File: config.mk
export PLATFORM = sky130hd
export DESIGN_NAME = balu_core
export DESIGN_NICKNAME = d
export VERILOG_FILES = /design/src/rtl/balu_pkg.sv /design/src/rtl/balu_core.sv /design/src/rtl/balu_calc.sv
export SDC_FILE = /design/constraint.sdc
export NUM_CORES = 1
export LEC_CHECK = 0
export ABC_AREA = 1
export BUFFER_PORTS_ARGS = -buffer_cell sky130_fd_sc_hd__buf_2
export CAP_MARGIN = 20
export CORE_UTILIZATION = 50
export CTS_CLUSTER_SIZE = 30
export DETAILED_ROUTE_END_ITERATION = 8
export PLACE_DENSITY = 0.76
export SLEW_MARGIN = 15
export SYNTH_ARGS = -nofsm -noshare
export SYNTH_HDL_FRONTEND = slang
export SYNTH_HIERARCHICAL = 1
export SYNTH_SLANG_ARGS = --single-unit
File: constraint.sdc
create_clock -name mclk -period 2.7 [get_ports mclk]
set_input_delay 0.135 -clock mclk [delete_from_list [all_inputs] [get_ports mclk]]
set_output_delay 0.135 -clock mclk [all_outputs]
set_load 0.03 [all_outputs]
File: src/rtl/balu_pkg.sv
// balu_pkg: opcodes, carriers and constants for the byte execution datapath
// assumes: the decoder presents one instruction per cycle on balu_instr_s
package balu_pkg;

	// ********************************************************
	// widths and field positions
	// ********************************************************
	localparam int BALU_W      = 8;
	localparam int BALU_NIB_HI = 7;
	localparam int BALU_NIB_MS = 4;
	localparam int BALU_NIB_LS = 3;
	localparam int BALU_FA_W   = 7;
	localparam int BALU_NUM_DIR = 3;

	typedef logic [BALU_W-1:0] balu_byte_t;

	// ********************************************************
	// direction-load operand selectors and reset values
	// ********************************************************
	localparam logic [BALU_FA_W-1:0] BALU_SEL_PORT_A = 7'h05;
	localparam logic [BALU_FA_W-1:0] BALU_SEL_PORT_B = 7'h06;
	localparam logic [BALU_FA_W-1:0] BALU_SEL_PORT_C = 7'h07;
	localparam balu_byte_t BALU_DIR_RST  = 8'hff;
	localparam balu_byte_t BALU_ZERO     = 8'h00;
	localparam logic       BALU_DEST_W   = 1'h0;
	localparam logic       BALU_DEST_F   = 1'h1;

	typedef enum logic [2:0] {
		BALU_OP_NONE,
		BALU_OP_SUBB,
		BALU_OP_SWAP,
		BALU_OP_DIRLD,
		BALU_OP_XORL,
		BALU_OP_XORF
	} balu_op_e;

	typedef struct packed {
		logic                 valid;
		balu_op_e             op;
		logic [BALU_FA_W-1:0] faddr;
		logic                 dest;
		balu_byte_t           lit;
		balu_byte_t           fdata;
	} balu_instr_s;

	typedef struct packed {
		logic c;
		logic dc;
		logic z;
	} balu_flags_s;

	typedef struct packed {
		logic                 we;
		logic [BALU_FA_W-1:0] addr;
		balu_byte_t           data;
	} balu_fwr_s;

endpackage

File: src/rtl/balu_core.sv
// balu_core: byte execution datapath for five single-word instructions
// assumes: decoder supplies fdata for faddr in the same cycle and accepts
// the file write-back port one cycle later
//
// Summary of operation
// - subtract W and borrow from f
// - subtract result to W or file by dest
// - swap nibbles of f, flags untouched
// - swap result to W or file by dest
// - copy W to port direction by operand
// - xor W with literal into W, Z only
// - xor W with f to dest, Z only
// - carry and digit carry mean no borrow
`timescale 1ns/1ns
module balu_core (
	input  wire logic                  mclk,
	input  wire logic                  rstn,
	input  wire balu_pkg::balu_instr_s instr,
	input  wire balu_pkg::balu_flags_s flags_in,
	output balu_pkg::balu_byte_t       wreg_q,
	output balu_pkg::balu_flags_s      flags_q,
	output balu_pkg::balu_fwr_s        fwr_q,
	output balu_pkg::balu_byte_t       port_a_direction,
	output balu_pkg::balu_byte_t       port_b_direction,
	output balu_pkg::balu_byte_t       port_c_direction
);
	import balu_pkg::*;

	balu_byte_t  res;
	balu_flags_s cflg;
	logic        go;
	logic        to_w;
	logic        to_f;

	// ********************************************************
	// compute
	// ********************************************************
	// carry comes in from the shared status so chained subtracts work
	balu_calc u_calc (
		.op   (instr.op),
		.wreg (wreg_q),
		.fval (instr.fdata),
		.lit  (instr.lit),
		.cin  (flags_in.c),
		.res  (res),
		.flg  (cflg)
	);

	assign go   = instr.valid;
	assign to_w = go && ((instr.op == BALU_OP_XORL) ||
		(instr.dest == BALU_DEST_W && (instr.op == BALU_OP_SUBB ||
		instr.op == BALU_OP_SWAP || instr.op == BALU_OP_XORF)));
	assign to_f = go && instr.dest == BALU_DEST_F &&
		(instr.op == BALU_OP_SUBB || instr.op == BALU_OP_SWAP ||
		instr.op == BALU_OP_XORF);

	// ********************************************************
	// working register
	// ********************************************************
	always_ff @(posedge mclk or negedge rstn) begin
		if (!rstn) begin
			wreg_q <= BALU_ZERO;
		end else if (to_w) begin
			wreg_q <= res;
		end
	end

	// ********************************************************
	// file write-back
	// ********************************************************
	always_ff @(posedge mclk or negedge rstn) begin
		if (!rstn) begin
			fwr_q <= '0;
		end else begin
			fwr_q.we   <= to_f;
			fwr_q.addr <= instr.faddr;
			fwr_q.data <= res;
		end
	end

	// ********************************************************
	// status flags
	// ********************************************************
	// flags mirror the input when untouched so the outside can take them
	always_ff @(posedge mclk or negedge rstn) begin
		if (!rstn) begin
			flags_q <= '0;
		end else begin
			flags_q <= flags_in;
			if (go) begin
				unique case (instr.op)
					BALU_OP_SUBB: flags_q <= cflg;
					BALU_OP_XORL,
					BALU_OP_XORF: flags_q.z <= cflg.z;
					default: flags_q <= flags_in;
				endcase
			end
		end
	end

	// ********************************************************
	// port direction registers
	// ********************************************************
	// out-of-range operands load nothing rather than aliasing a port
	// each port owns its register so no variable has two writers
	for (genvar i = 0; i < BALU_NUM_DIR; i++) begin : g_dir
		balu_byte_t dir_q;
		always_ff @(posedge mclk or negedge rstn) begin
			if (!rstn) begin
				dir_q <= BALU_DIR_RST;
			end else if (go && instr.op == BALU_OP_DIRLD &&
				instr.faddr == BALU_SEL_PORT_A + BALU_FA_W'(i)) begin
				dir_q <= wreg_q;
			end
		end
	end

	assign port_a_direction = g_dir[0].dir_q;
	assign port_b_direction = g_dir[1].dir_q;
	assign port_c_direction = g_dir[2].dir_q;

	// ********************************************************
	// checks
	// ********************************************************
	property p_subb_w;
		@(posedge mclk) disable iff (!rstn)
		(go && instr.op == BALU_OP_SUBB && instr.dest == BALU_DEST_W)
		|=> wreg_q == balu_byte_t'($past(instr.fdata) - $past(wreg_q)
			- balu_byte_t'(!$past(flags_in.c)));
	endproperty
	a_subb_w: assert property (p_subb_w) else $error("subtract to w wrong");

	property p_subb_f;
		@(posedge mclk) disable iff (!rstn)
		(go && instr.op == BALU_OP_SUBB && instr.dest == BALU_DEST_F)
		|=> fwr_q.we && $stable(wreg_q);
	endproperty
	a_subb_f: assert property (p_subb_f) else $error("subtract dest wrong");

	property p_swap;
		@(posedge mclk) disable iff (!rstn)
		(go && instr.op == BALU_OP_SWAP)
		|=> fwr_q.data == {$past(instr.fdata[BALU_NIB_LS:0]),
			$past(instr.fdata[BALU_NIB_HI:BALU_NIB_MS])}
			&& flags_q == $past(flags_in);
	endproperty
	a_swap: assert property (p_swap) else $error("swap wrong");

	property p_swap_dest;
		@(posedge mclk) disable iff (!rstn)
		(go && instr.op == BALU_OP_SWAP) |=> fwr_q.we == $past(instr.dest);
	endproperty
	a_swap_dest: assert property (p_swap_dest) else $error("swap dest");

	property p_dirld;
		@(posedge mclk) disable iff (!rstn)
		(go && instr.op == BALU_OP_DIRLD && instr.faddr == BALU_SEL_PORT_B)
		|=> port_b_direction == $past(wreg_q) && !fwr_q.we;
	endproperty
	a_dirld: assert property (p_dirld) else $error("direction load");

	property p_xorl;
		@(posedge mclk) disable iff (!rstn)
		(go && instr.op == BALU_OP_XORL) |=> wreg_q ==
			($past(wreg_q) ^ $past(instr.lit)) && flags_q.c == $past(flags_in.c);
	endproperty
	a_xorl: assert property (p_xorl) else $error("xor literal");

	property p_xorf;
		@(posedge mclk) disable iff (!rstn)
		(go && instr.op == BALU_OP_XORF && instr.dest == BALU_DEST_F)
		|=> fwr_q.data == ($past(wreg_q) ^ $past(instr.fdata))
			&& flags_q.dc == $past(flags_in.dc);
	endproperty
	a_xorf: assert property (p_xorf) else $error("xor file");

	property p_carry;
		@(posedge mclk) disable iff (!rstn)
		(go && instr.op == BALU_OP_SUBB && {1'b0, instr.fdata} <
			{1'b0, wreg_q} + 9'(!flags_in.c)) |=> !flags_q.c;
	endproperty
	a_carry: assert property (p_carry) else $error("borrow carry");

	property p_zero;
		@(posedge mclk) disable iff (!rstn)
		(go && instr.op == BALU_OP_XORF && instr.fdata == wreg_q)
		|=> flags_q.z;
	endproperty
	a_zero: assert property (p_zero) else $error("zero flag");

	property p_dir_a;
		@(posedge mclk) disable iff (!rstn)
		(go && instr.op == BALU_OP_DIRLD &&
			instr.faddr == BALU_SEL_PORT_A)
		|=> port_a_direction == $past(wreg_q) && $stable(port_b_direction);
	endproperty
	a_dir_a: assert property (p_dir_a) else $error("direction a");

	property p_dir_c;
		@(posedge mclk) disable iff (!rstn)
		(go && instr.op == BALU_OP_DIRLD &&
			instr.faddr == BALU_SEL_PORT_C)
		|=> port_c_direction == $past(wreg_q) && $stable(port_a_direction);
	endproperty
	a_dir_c: assert property (p_dir_c) else $error("direction c");

	// operands outside the port range must not alias onto any port
	property p_dir_bad;
		@(posedge mclk) disable iff (!rstn)
		(go && instr.op == BALU_OP_DIRLD &&
			(instr.faddr < BALU_SEL_PORT_A || instr.faddr > BALU_SEL_PORT_C))
		|=> $stable(port_a_direction) && $stable(port_b_direction)
			&& $stable(port_c_direction);
	endproperty
	a_dir_bad: assert property (p_dir_bad) else $error("direction alias");

	property p_idle;
		@(posedge mclk) disable iff (!rstn)
		!go |=> !fwr_q.we && $stable(wreg_q) && flags_q == $past(flags_in);
	endproperty
	a_idle: assert property (p_idle) else $error("idle cycle wrote");

	property p_xorf_w;
		@(posedge mclk) disable iff (!rstn)
		(go && instr.op == BALU_OP_XORF && instr.dest == BALU_DEST_W)
		|=> wreg_q == ($past(wreg_q) ^ $past(instr.fdata)) && !fwr_q.we;
	endproperty
	a_xorf_w: assert property (p_xorf_w) else $error("xor file to w");

	property p_swap_w;
		@(posedge mclk) disable iff (!rstn)
		(go && instr.op == BALU_OP_SWAP && instr.dest == BALU_DEST_W)
		|=> wreg_q == {$past(instr.fdata[BALU_NIB_LS:0]),
			$past(instr.fdata[BALU_NIB_HI:BALU_NIB_MS])};
	endproperty
	a_swap_w: assert property (p_swap_w) else $error("swap to w");

	property p_subb_dc;
		@(posedge mclk) disable iff (!rstn)
		(go && instr.op == BALU_OP_SUBB &&
			{1'b0, instr.fdata[BALU_NIB_LS:0]} >=
			{1'b0, wreg_q[BALU_NIB_LS:0]} + 5'(!flags_in.c))
		|=> flags_q.dc;
	endproperty
	a_subb_dc: assert property (p_subb_dc) else $error("digit carry");

	property p_xorl_z;
		@(posedge mclk) disable iff (!rstn)
		(go && instr.op == BALU_OP_XORL)
		|=> flags_q.z == (wreg_q == BALU_ZERO);
	endproperty
	a_xorl_z: assert property (p_xorl_z) else $error("xor zero flag");
endmodule

File: src/rtl/balu_calc.sv
// balu_calc: combinational result and flag computation for one instruction
// assumes: operands are stable for the whole cycle; no state held here
`timescale 1ns/1ns
module balu_calc (
	input  wire balu_pkg::balu_op_e    op,
	input  wire balu_pkg::balu_byte_t  wreg,
	input  wire balu_pkg::balu_byte_t  fval,
	input  wire balu_pkg::balu_byte_t  lit,
	input  wire logic                  cin,
	output balu_pkg::balu_byte_t       res,
	output balu_pkg::balu_flags_s      flg
);
	import balu_pkg::*;

	logic [BALU_W:0]      diff;
	logic [BALU_NIB_MS:0] ndiff;
	logic                 bin;

	// borrow in is the inverted carry; carry out is the inverted borrow
	assign bin   = ~cin;
	assign diff  = {1'b0, fval} - {1'b0, wreg} - {{BALU_W{1'b0}}, bin};
	assign ndiff = {1'b0, fval[BALU_NIB_LS:0]} - {1'b0, wreg[BALU_NIB_LS:0]}
		- {{BALU_NIB_MS{1'b0}}, bin};

	always_comb begin
		res = BALU_ZERO;
		unique case (op)
			BALU_OP_SUBB: res = diff[BALU_W-1:0];
			BALU_OP_SWAP: res = {fval[BALU_NIB_LS:0],
				fval[BALU_NIB_HI:BALU_NIB_MS]};
			BALU_OP_XORL: res = wreg ^ lit;
			BALU_OP_XORF: res = wreg ^ fval;
			default:      res = wreg;
		endcase
	end

	always_comb begin
		flg.c  = ~diff[BALU_W];
		flg.dc = ~ndiff[BALU_NIB_MS];
		flg.z  = (res == BALU_ZERO);
	end
endmodule

==> flow_metrics.py, run 1 <==
metrics = {
    "power_and_ir_drop": {
        "p_sw_frac": 0.4276,
        "clkPwrFrac": 0.183,
        "p_switching_mw": 1.127,
        "powerDensity_nw_per_um2": 680.5,
        "p_leak_nw": 2.283,
        "vdd_drop_max_mv": 0.3933,
        "pwr-share-seq": 0.353,
        "p_total_mw": 2.636,
        "internal-power_mw": 1.509,
        "combPwrFrac": 0.464,
    },
    "final_layout": {
        "fin_util": 0.6466,
        "fin_cells": 593,
        "drive_gt1_frac": 0.2973,
        "diodes": 0,
        "final_cell_area_um2": 3874,
        "nets": 566,
        "area.growth.synth_to_final_pct": 22.76,
    },
    "synthesis": {
        "synth-seq-area-share": 0.4140,
        "avgSynthCellArea_um2": 7.604,
        "synth_nets": 464,
        "syn_area_um2": 3156,
        "synthDistinctLibCells": 28,
        "yosysWarnings": 6,
        "synth_seq_cells": 51,
        "synthCells": 415,
    },
    "cts": {
        "cts_max_level": 2,
        "cts_sinks": 51,
        "numCtsBuffers": 5,
        "cts_tree": "yes",
        "cts_buffer_depth": 2,
        "worstSkewPairLatency_ps": 300,
        "clk_pin_slew_ps": 90,
        "root_buffer": "clkbuf_8",
    },
    "global_route": {
        "grt_pass1_vias": 2753,
        "grt_first_pass_wirelength_um": 13230,
        "grt.total_usage": 0.2651,
        "grt.overflow.total": 0,
        "grt_max_degree": 52,
        "antenna_found_initial": 0,
    },
    "die": {
        "die_y_um": 81.44,
        "die_w_um": 81.44,
        "die_area_um2": 6632,
        "core_um2": 5991,
        "num_io_pins": 84,
        "start_util": 0.5267,
        "row_count": 28,
    },
    "worst_setup_path": {
        "cp_cell_sequence": "fa_1, inv_1, ha_1, o21ai_1, nand2_1, nand2_1, nand2_1, nand2_1, nand3_1, nand3_1, nand2_1, nand2_1, nor2_1, o21ai_0, inv_1",
        "slowest_delay_ps": 570,
        "cp_max_fo": 8,
        "r2r-end": "flags_q[0]",
        "cpMostUsedCell": "nand2_1",
        "worst-path-buf-inv": 2,
        "worstSetupStartpointType": "flop",
        "startpoint": "wreg_q[0]",
        "rr_worst_depth": 15,
        "end_kind": "flop",
        "critPathKind": "reg2reg",
        "crit_slowest_cell": "fa_1",
        "required_ps": 2900,
        "cp_top_family": "adder cells",
        "cp.arrival_ps": 2660,
        "r2r_start": "wreg_q[0]",
        "ff2ff_setup_slack_ps": 240,
    },
    "routing": {
        "drt-vias-per-instance": 5.211,
        "initialDrtViolationCount": 145,
        "routed_wirelength_um": 8474,
        "via_count": 3090,
        "drc": 0,
        "drtAntennaViolNets": 0,
        "wl_per_cell_um": 14.29,
        "firstDrtPassIters": 4,
    },
    "timing": {
        "fin_setup_tns_ps": 0,
        "setup_viol": 0,
        "skew_ps": 5.826,
        "whs_ps": 48.42,
        "slew_headroom": 0.5883,
        "period_minus_slack_ps": 2458,
        "fin_ws_ps": 242.4,
        "period_share": 0.9102,
        "max_clock_freq_mhz": 406.9,
        "hold_violations": 0,
        "worst_pin_slew_ps": 617.5,
        "rsz0062_at_grt": "false",
        "drv_slew": 0,
    },
    "place": {
        "dp.cells": 575,
        "post-place-ws_ps": 238.4,
        "placedInstanceArea_um2": 3671,
        "place_congestion": 0.9117,
        "io_buffers": 83,
        "post-dp-hpwl_um": 6493,
    },
    "status": {
        "run_status": "complete, no violations",
    },
    "hold_path": {
        "min_to": "flags_q[1]",
        "hold_path.class": "in2reg",
        "whs_path_depth": 3,
        "min_from": "flags_in[1]",
    },
    "job": {
        "cap_violations": 0,
    },
}
power groups by stage:
stage,Combinational (mW),Sequential (mW),Clock (mW)
6_report,1.22,0.930,0.483
5_1_grt,1.37,0.939,0.522
4_1_cts,1.20,0.930,0.487
3_5_place_dp,1.19,0.943,0
3_3_place_gp,1.16,0.943,0
2_1_floorplan,0.603,1.14,0
sequential cells by signal (all words and copies together) (netlist names):
register,flops
flags_q,3
fwr_q,16
port_a_direction,8
port_b_direction,8
port_c_direction,8
wreg_q,8
kinds of logic after synthesis:
family | synth area share
AND/OR/NAND/NOR | 0.3961
buffers and inverters | 0.09238
flip-flops | 0.4140
adder cells (fa/ha/maj) | 0.06820
AO/OA/AOI/OAI | 0.02379
XOR/XNOR | 0.005552
layout make-up:
cell class	instances	area, µm²
Clock inverter	1	7.507
Sequential cell	51	1308
Tap cell	75	93.84
Clock buffer	7	96.34
Fill cell	539	2117
Inverter	66	252.7
Multi-Input combinational cell	294	1558
Timing Repair Buffer	99	558.0
layer usage:
metal,share of wire,up-vias,GRT usage,wire [µm]
met2,0.50,115,0.4758,4215
li1,-,1505,-,-
met4,0.012,0,0.06250,102
met5,0,-,0,0
met1,0.43,1456,0.3364,3653
met3,0.059,14,0.03333,502
placed cells by master (no fill, tap or decap):
| master | n |
|---|---|
| xor2_1 | 1 |
| o21ai_1 | 3 |
| nand2_4 | 5 |
| nand3_4 | 2 |
| buf_4 | 9 |
| a21boi_0 | 1 |
| nor3_4 | 4 |
| inv_1 | 56 |
| dfstp_2 | 24 |
| inv_4 | 2 |
| ha_1 | 14 |
| dfrtp_1 | 26 |
| nor2_4 | 2 |
| inv_2 | 8 |
| clkinvlp_4 | 1 |
| buf_2 | 82 |
| nand3b_1 | 4 |
| xnor2_1 | 1 |
| nand4_1 | 4 |
| fa_1 | 2 |
| nand2_1 | 146 |
| o21ai_0 | 4 |
| clkbuf_8 | 7 |
| nor2_1 | 17 |
| nand3_1 | 70 |
| a21oi_1 | 5 |
| or2_1 | 1 |
| dfrtp_2 | 1 |
| nand2_2 | 6 |
| nand3_2 | 1 |
| o211ai_1 | 1 |
| dlygate4sd3_1 | 8 |
synth_stat cells:
| cell type | number | area [µm²] |
|---|---|---|
| a21boi_0 | 1 | 7.510 |
| a21oi_1 | 5 | 25.02 |
| buf_2 | 1 | 5.000 |
| buf_6 | 3 | 33.78 |
| dfrtp_1 | 27 | 675.7 |
| dfstp_2 | 24 | 630.6 |
| fa_1 | 2 | 40.04 |
| ha_1 | 14 | 175.2 |
| inv_1 | 56 | 210.2 |
| inv_2 | 8 | 30.03 |
| inv_4 | 2 | 12.51 |
| nand2_1 | 146 | 548.0 |
| nand2_2 | 6 | 37.54 |
| nand2_4 | 5 | 56.30 |
| nand3_1 | 70 | 350.3 |
| nand3_2 | 1 | 10.01 |
| nand3_4 | 2 | 35.03 |
| nand3b_1 | 4 | 30.03 |
| nand4_1 | 4 | 25.02 |
| nor2_1 | 17 | 63.81 |
| nor2_4 | 2 | 22.52 |
| nor3_4 | 4 | 65.06 |
| o211ai_1 | 1 | 7.510 |
| o21ai_0 | 4 | 20.02 |
| o21ai_1 | 3 | 15.01 |
| or2_1 | 1 | 6.260 |
| xnor2_1 | 1 | 8.760 |
| xor2_1 | 1 | 8.760 |
repair_timing:
item | 4_1_cts | 5_1_grt
setup endpoints to repair | 0 | 1
resized for setup | 0 | 1
hold buffers | 6 | 2
buffers inserted | 0 | 2
hold endpoints to repair | 6 | 28
tightest hold or removal path, delay by kind of cell:
family          cells  cell delay [ps]
buf+inv             1               70
compound gates      1               70
simple gates        1               40
worst max-delay path by stage:
| stage | endpoint | cells past startpoint | slack [ps] |
|---|---|---|---|
| finish | flags_q[0] | 15 | 240 |
| CTS | flags_q[0] | 13 | 230 |
| global placement | flags_q[0] | 15 | 300 |
| floorplan | flags_q[0] | 17 | 360 |
| global route | flags_q[0] | 13 | 7 |
| detailed placement | flags_q[0] | 15 | 240 |
Power figures use the tool's default switching activity.
==> run 2: changes to the inputs <==
- PLACE_DENSITY: 0.76 -> 0.77
- SYNTH_HIERARCHICAL: 1 -> default
==> flow_metrics.py, run 2 <==
metrics = {
    "status": {
        "run_status": "complete, no violations",
    },
    "worst_setup_path": {
        "end_kind": "flop",
        "crit_slowest_cell": "fa_1",
        "slowest_delay_ps": 530,
        "required_ps": 2950,
        "cpMostUsedCell": "nand2_1",
        "cp.arrival_ps": 2590,
        "cp_cell_sequence": "fa_1, inv_1, ha_1, o21ai_0, nand2_1, nand2_1, nand3b_1, nand3_1, nand3_1, nor2_1, nand4_1, nand2_1",
        "worstSetupStartpointType": "flop",
        "cp_max_fo": 5,
        "critPathKind": "reg2reg",
    },
    "cts": {
        "clk_pin_slew_ps": 100,
        "hold_buffers": 8,
        "numCtsBuffers": 5,
        "cts_sinks": 51,
        "post_cts_buffers": 0,
        "cts_tree": "yes",
        "cts_max_level": 2,
        "cts_buffer_depth": 2,
        "worstSkewPairLatency_ps": 310,
        "cts_resized": 0,
        "root_buffer": "clkbuf_8",
    },
    "die": {
        "num_io_pins": 84,
        "die_w_um": 78.15,
        "die_area_um2": 6107,
        "die_y_um": 78.15,
        "start_util": 0.5233,
        "core_um2": 5540,
        "row_count": 27,
    },
    "hold_path": {
        "hold_path.class": "in2reg",
    },
    "routing": {
        "route.met2.wl_um": 3613,
        "drc": 0,
        "drtAntennaViolNets": 0,
        "drt-vias-per-instance": 5.112,
        "wl_per_cell_um": 14.03,
        "routed.top_layer": "met4",
        "firstDrtPassIters": 5,
        "route.met3.wl_um": 468,
        "via_count": 2704,
        "initialDrtViolationCount": 191,
        "wl_met1_um": 3230,
        "routed_wirelength_um": 7424,
    },
    "synthesis": {
        "synthDistinctLibCells": 27,
        "synthArstFlopShare": 1.000,
        "synth_xor_area_frac": 0.003021,
        "synth-seq-area-share": 0.4506,
        "synth-compound-area-share": 0.08157,
        "yosysMostFrequentCell": "nand2_1",
        "synth_flop_cell": "dfrtp_1",
        "avgSynthCellArea_um2": 7.986,
        "synth_top_family_by_area": "simple AND/OR/NAND/NOR gates",
        "synthCells": 363,
        "yosysWarnings": 0,
        "synth_seq_cells": 51,
        "synth_nets": 412,
        "muxShareOfSynthArea": 0,
        "synth_top_area_share": 0.2331,
        "synth_area_leaders": "dfrtp_1 23%, dfstp_2 22%, nand2_1 14%",
        "synthAdderAreaFrac": 0.07423,
        "netlist_top_cells_count": "111 x nand2_1, 55 x inv_1, 29 x nand3_1",
        "synthSimpleGateAreaFrac": 0.2974,
        "yosys.area.top_type": "dfrtp_1",
        "synth_edf_count": 0,
        "syn_area_um2": 2899,
    },
    "global_route": {
        "grt_pass1_vias": 2582,
        "grt.overflow.total": 0,
        "grt_first_pass_wirelength_um": 12250,
        "grt_max_degree": 35,
        "grt.total_usage": 0.2601,
        "antenna_found_initial": 0,
    },
    "final_layout": {
        "mostFrequentLayoutCell": "nand2_1",
        "nets": 505,
        "final_cell_mix": "111 x nand2_1, 83 x buf_2, 55 x inv_1",
        "largest_register_ffs": 16,
        "fill_cells": 487,
        "top_register": "fwr_q",
        "area.growth.synth_to_final_pct": 22.83,
        "drive_gt1_frac": 0.2976,
        "fin_cells": 529,
        "seq_area_um2": 1306,
        "multi_input_area_um2": 1323,
        "diodes": 0,
    },
    "place": {
        "io_buffers": 83,
        "post-dp-hpwl_um": 5512,
        "place_congestion": 0.9465,
        "dp.cells": 513,
    },
    "timing": {
        "hold_violations": 0,
        "slew_headroom": 0.6580,
        "worst_pin_slew_ps": 512.5,
        "max_clock_freq_mhz": 427.8,
        "drv_slew": 0,
        "period_share": 0.8657,
        "rsz0062_at_grt": "false",
        "period_minus_slack_ps": 2338,
        "fin_setup_tns_ps": 0,
        "setup_viol": 0,
        "skew_ps": 7.006,
    },
    "power_and_ir_drop": {
        "p_leak_nw": 1.900,
        "vdd_drop_max_mv": 0.3571,
        "powerDensity_nw_per_um2": 701.1,
    },
    "job": {
        "cap_violations": 0,
    },
}
## run 2: final timing paths
| check | startpoint | endpoint | slack [ps] | depth (start not counted) |
|---|---|---|---|---|
| max in group asynchronous | rstn | port_b_direction[4] | 1630 | 3 |
| min | instr[16] | fwr_q[15] | 50 | 3 |
| max | wreg_q[0] | flags_q[0] | 360 | 12 |
| min in group asynchronous | rstn | fwr_q[1] | 270 | 2 |
| min reg2reg | port_b_direction[2] | port_b_direction[2] | 480 | 2 |
| max reg2reg | wreg_q[0] | flags_q[0] | 360 | 12 |
## run 2: cells by family after synthesis
kind of cell,count (synthesis)
flops,51
fa+ha+maj,16
buf+inv,65
compound gates,45
simple gates,185
xor+xnor,1
## run 2: cell type report
type                            instances  area share
Multi-Input combinational cell        247      0.3714
Tap cell                               72     0.02530
Sequential cell                        51      0.3668
Clock inverter                          3     0.01265
Inverter                               58     0.06114
Clock buffer                            5     0.01933
Timing Repair Buffer                   93      0.1434
## run 2: critical path, delay by kind of cell, from the launching register on
family | cells | cell delay (ps)
adders and majority gates | 2 | 690
buffers and inverters | 1 | 50
AOI/OAI and AO/OA | 1 | 210
DFF | 1 | 440
and+or+nand+nor | 8 | 900
## run 2: stage by stage
| step | area [µm²] | hold WS, ps | setup slack (ps) | power, mW | utilization |
|---|---|---|---|---|---|
| floorplan | 2899 | -160.6 | 519.4 | 1.651 | - |
| global placement | 3367 | 71.01 | 527.1 | 1.913 | 0.6077 |
| detailed placement | 3367 | 78.33 | 423.2 | 1.939 | 0.6077 |
| CTS | 3561 | 44.96 | 389.8 | 2.502 | 0.6427 |
| global route | 3561 | 55.38 | 186.5 | 2.674 | 0.6427 |
| finish | 3561 | 46.69 | 362.5 | 2.497 | 0.6427 |
## run 2: power by group
| part | switching, mW | internal, mW | total (mW) |
|---|---|---|---|
| clock network | 0.269 | 0.280 | 0.550 |
| registers | 0.0687 | 0.855 | 0.923 |
| logic | 0.695 | 0.328 | 1.02 |
| total | 1.03 | 1.46 | 2.50 |
## run 2: metal layers
metal,vias to the layer above,GRT usage
met4,0,0.07037
met5,-,0
li1,1341,-
met1,1244,0.3376
met2,107,0.4491
met3,12,0.04302
==> run 3: changes to the inputs <==
- ABC_AREA: 1 -> default
- GPL_ROUTABILITY_DRIVEN: default -> 0
- clock period: 2.7 -> 2.5 ns (I/O delays scaled with it)
==> flow_metrics.py, run 3 <==
metrics = {
    "synthesis": {
        "synthCells": 272,
        "synth_seq_cells": 51,
        "avgSynthCellArea_um2": 10.66,
        "synth_top_area_share": 0.2330,
        "synthDistinctLibCells": 51,
        "synth_area_leaders": "dfrtp_1 23%, dfstp_2 22%, mux2_2 12%",
        "synth_edf_count": 0,
        "yosys.area.top_type": "dfrtp_1",
        "synth_flop_cell": "dfrtp_1",
        "syn_area_um2": 2900,
        "synth_nets": 321,
        "yosysWarnings": 0,
        "synthArstFlopShare": 1.000,
        "netlist_top_cells_count": "30 x inv_1, 30 x mux2_2, 27 x dfrtp_1",
        "synth-seq-area-share": 0.4504,
    },
    "timing": {
        "setup_viol": 2,
        "hold_violations": 0,
        "fin_ws_ps": -19.37,
        "period_share": 1.008,
        "worst_pin_slew_ps": 538.2,
        "drv_slew": 0,
        "slew_headroom": 0.6399,
        "skew_ps": 6.909,
        "max_clock_freq_mhz": 396.9,
        "period_minus_slack_ps": 2519,
        "rsz0062_at_grt": "true",
    },
    "power_and_ir_drop": {
        "p_total_mw": 3.467,
        "vdd_drop_max_mv": 0.5892,
        "p_leak_nw": 1.858,
        "powerDensity_nw_per_um2": 907.4,
    },
    "worst_setup_path": {
        "worstSetupStartpointType": "flop",
        "critPathKind": "reg2reg",
        "rr_worst_depth": 9,
        "cp_max_fo": 3,
        "crit_slowest_cell": "fa_2",
        "ff2ff_setup_slack_ps": -20,
        "required_ps": 2690,
        "cp_cell_sequence": "fa_2, inv_2, ha_4, o21ai_4, a31oi_4, a2bb2oi_2, xor2_1, a211o_1, mux2_4",
        "cp.arrival_ps": 2710,
        "startpoint": "wreg_q[0]",
        "slowest_delay_ps": 590,
        "end_kind": "flop",
        "r2r-end": "wreg_q[7]",
        "crit_path_end": "wreg_q[7]",
        "r2r_start": "wreg_q[0]",
    },
    "die": {
        "row_count": 27,
        "die_w_um": 78.16,
        "start_util": 0.5235,
        "core_um2": 5540,
        "die_y_um": 78.16,
        "die_area_um2": 6109,
        "num_io_pins": 84,
    },
    "hold_path": {
        "hold_path.class": "in2reg",
    },
    "global_route": {
        "grt.overflow.total": 0,
        "grt.total_usage": 0.2596,
        "grt_pass1_vias": 2409,
        "grt_first_pass_wirelength_um": 12090,
        "antenna_found_initial": 0,
        "grt_max_degree": 26,
    },
    "final_layout": {
        "area.growth.synth_to_final_pct": 31.75,
        "mostFrequentLayoutCell": "buf_2",
        "fin_cells": 453,
        "top_register": "fwr_q",
        "final_cell_mix": "83 x buf_2, 29 x mux2_2, 28 x inv_1",
        "diodes": 0,
        "drive_gt1_frac": 0.5118,
        "largest_register_ffs": 16,
        "nets": 429,
    },
    "routing": {
        "drtAntennaViolNets": 0,
        "routed_wirelength_um": 7648,
        "initialDrtViolationCount": 195,
        "firstDrtPassIters": 6,
        "wl_per_cell_um": 16.88,
        "drt-vias-per-instance": 5.623,
        "via_count": 2547,
        "drc": 0,
    },
    "cts": {
        "root_buffer": "clkbuf_8",
        "cts_tree": "yes",
        "clk_pin_slew_ps": 90,
        "numCtsBuffers": 5,
        "cts_sinks": 51,
        "worstSkewPairLatency_ps": 300,
        "cts_buffer_depth": 2,
        "cts_max_level": 2,
    },
    "status": {
        "run_status": "complete, but fails checks",
        "violations": "setup timing",
    },
    "place": {
        "dp.cells": 432,
        "io_buffers": 83,
        "post-dp-hpwl_um": 5543,
    },
    "job": {
        "cap_violations": 0,
    },
}
==> run 3: cell count changes in the layout (fill, tap and decap cells not counted), sizes merged, moves of 9 or more <==
cell,previous run,this run
nand2,117,16
nand3,33,3
nand4,9,0
o21ai,36,15
mux2,0,30
inv,60,31
buf,85,103
==> run 3: final cells by class <==
cell class                 instances  area, µm²
fill                             432       1719
multi-input combinational        181       1556
inverter                          30      112.6
clock inverter                     1      6.256
sequential                        51       1313
timing repair buffer             111      645.6
tap                               72      90.09
clock buffer                       7      97.59
==> run 3: repair_timing <==
item	in CTS	in global routing
buffers inserted	0	5
hold buffers	8	0
setup endpoints to repair	1	4
gates resized for setup	3	24
hold endpoints to repair	15	0
pin swaps	0	14
==> run 3: where the power goes <==
group | internal [mW] | total, mW | leakage [nW] | switching, mW
registers | 0.961 | 1.05 | 0.563 | 0.0864
clock network | 0.260 | 0.531 | 0.0539 | 0.272
logic | 0.764 | 1.89 | 1.24 | 1.12
total | 1.98 | 3.47 | 1.86 | 1.48
==> run 3: per-stage QoR <==
stage | setup slack, ps | TNS (ps) | hold slack, ps | instance area (µm²) | util
final | -19.37 | -28.86 | 29.82 | 3821 | 0.6897
after global routing | -156.6 | -371.4 | 29.20 | 3821 | 0.6897
after CTS | 9.639 | 0 | 33.43 | 3679 | 0.6640
after detailed placement | -18.82 | -18.82 | 137.1 | 3472 | 0.6267
after global placement | 82.02 | 0 | 127.1 | 3472 | 0.6267
after floorplan | -14.93 | -14.93 | -170.6 | 2907 | -
==> run 3: worst min-delay path by stage <==
stage | cells past startpoint | endpoint | startpoint | slack [ps]
after floorplan | 0 | flags_q[0] | rstn | -170
after global placement | 1 | fwr_q[9] | rstn | 130
after detailed placement | 1 | fwr_q[9] | rstn | 140
after CTS | 3 | flags_q[1] | flags_in[1] | 30
after global routing | 3 | flags_q[1] | flags_in[1] | 30
final | 3 | flags_q[1] | flags_in[1] | 30
==> run 3: critical path: cells and delay by family (launching register included) <==
kind                     cells  cell delay [ps]
adder cells (fa/ha/maj)      2              740
flip-flops                   1              430
multiplexers                 1              280
XOR/XNOR                     1              150
buffers and inverters        1               50
AO/OA/AOI/OAI                4              770
==> run 3: logic make-up after synthesis <==
kind of cell,count (synthesis),share of synthesized area
AOI/OAI and AO/OA,57,0.1337
xor gates and xnor gates,11,0.03322
adders and majority gates,16,0.07420
buffers and inverters,40,0.05694
DFF,51,0.4504
muxes,36,0.1372
and+or+nand+nor,61,0.1143
==> run 3: layer usage <==
metal,GRT usage,share of wire
met5,0,0
met4,0.1019,0.039
met3,0.03953,0.065
met2,0.4333,0.49
met1,0.3391,0.40
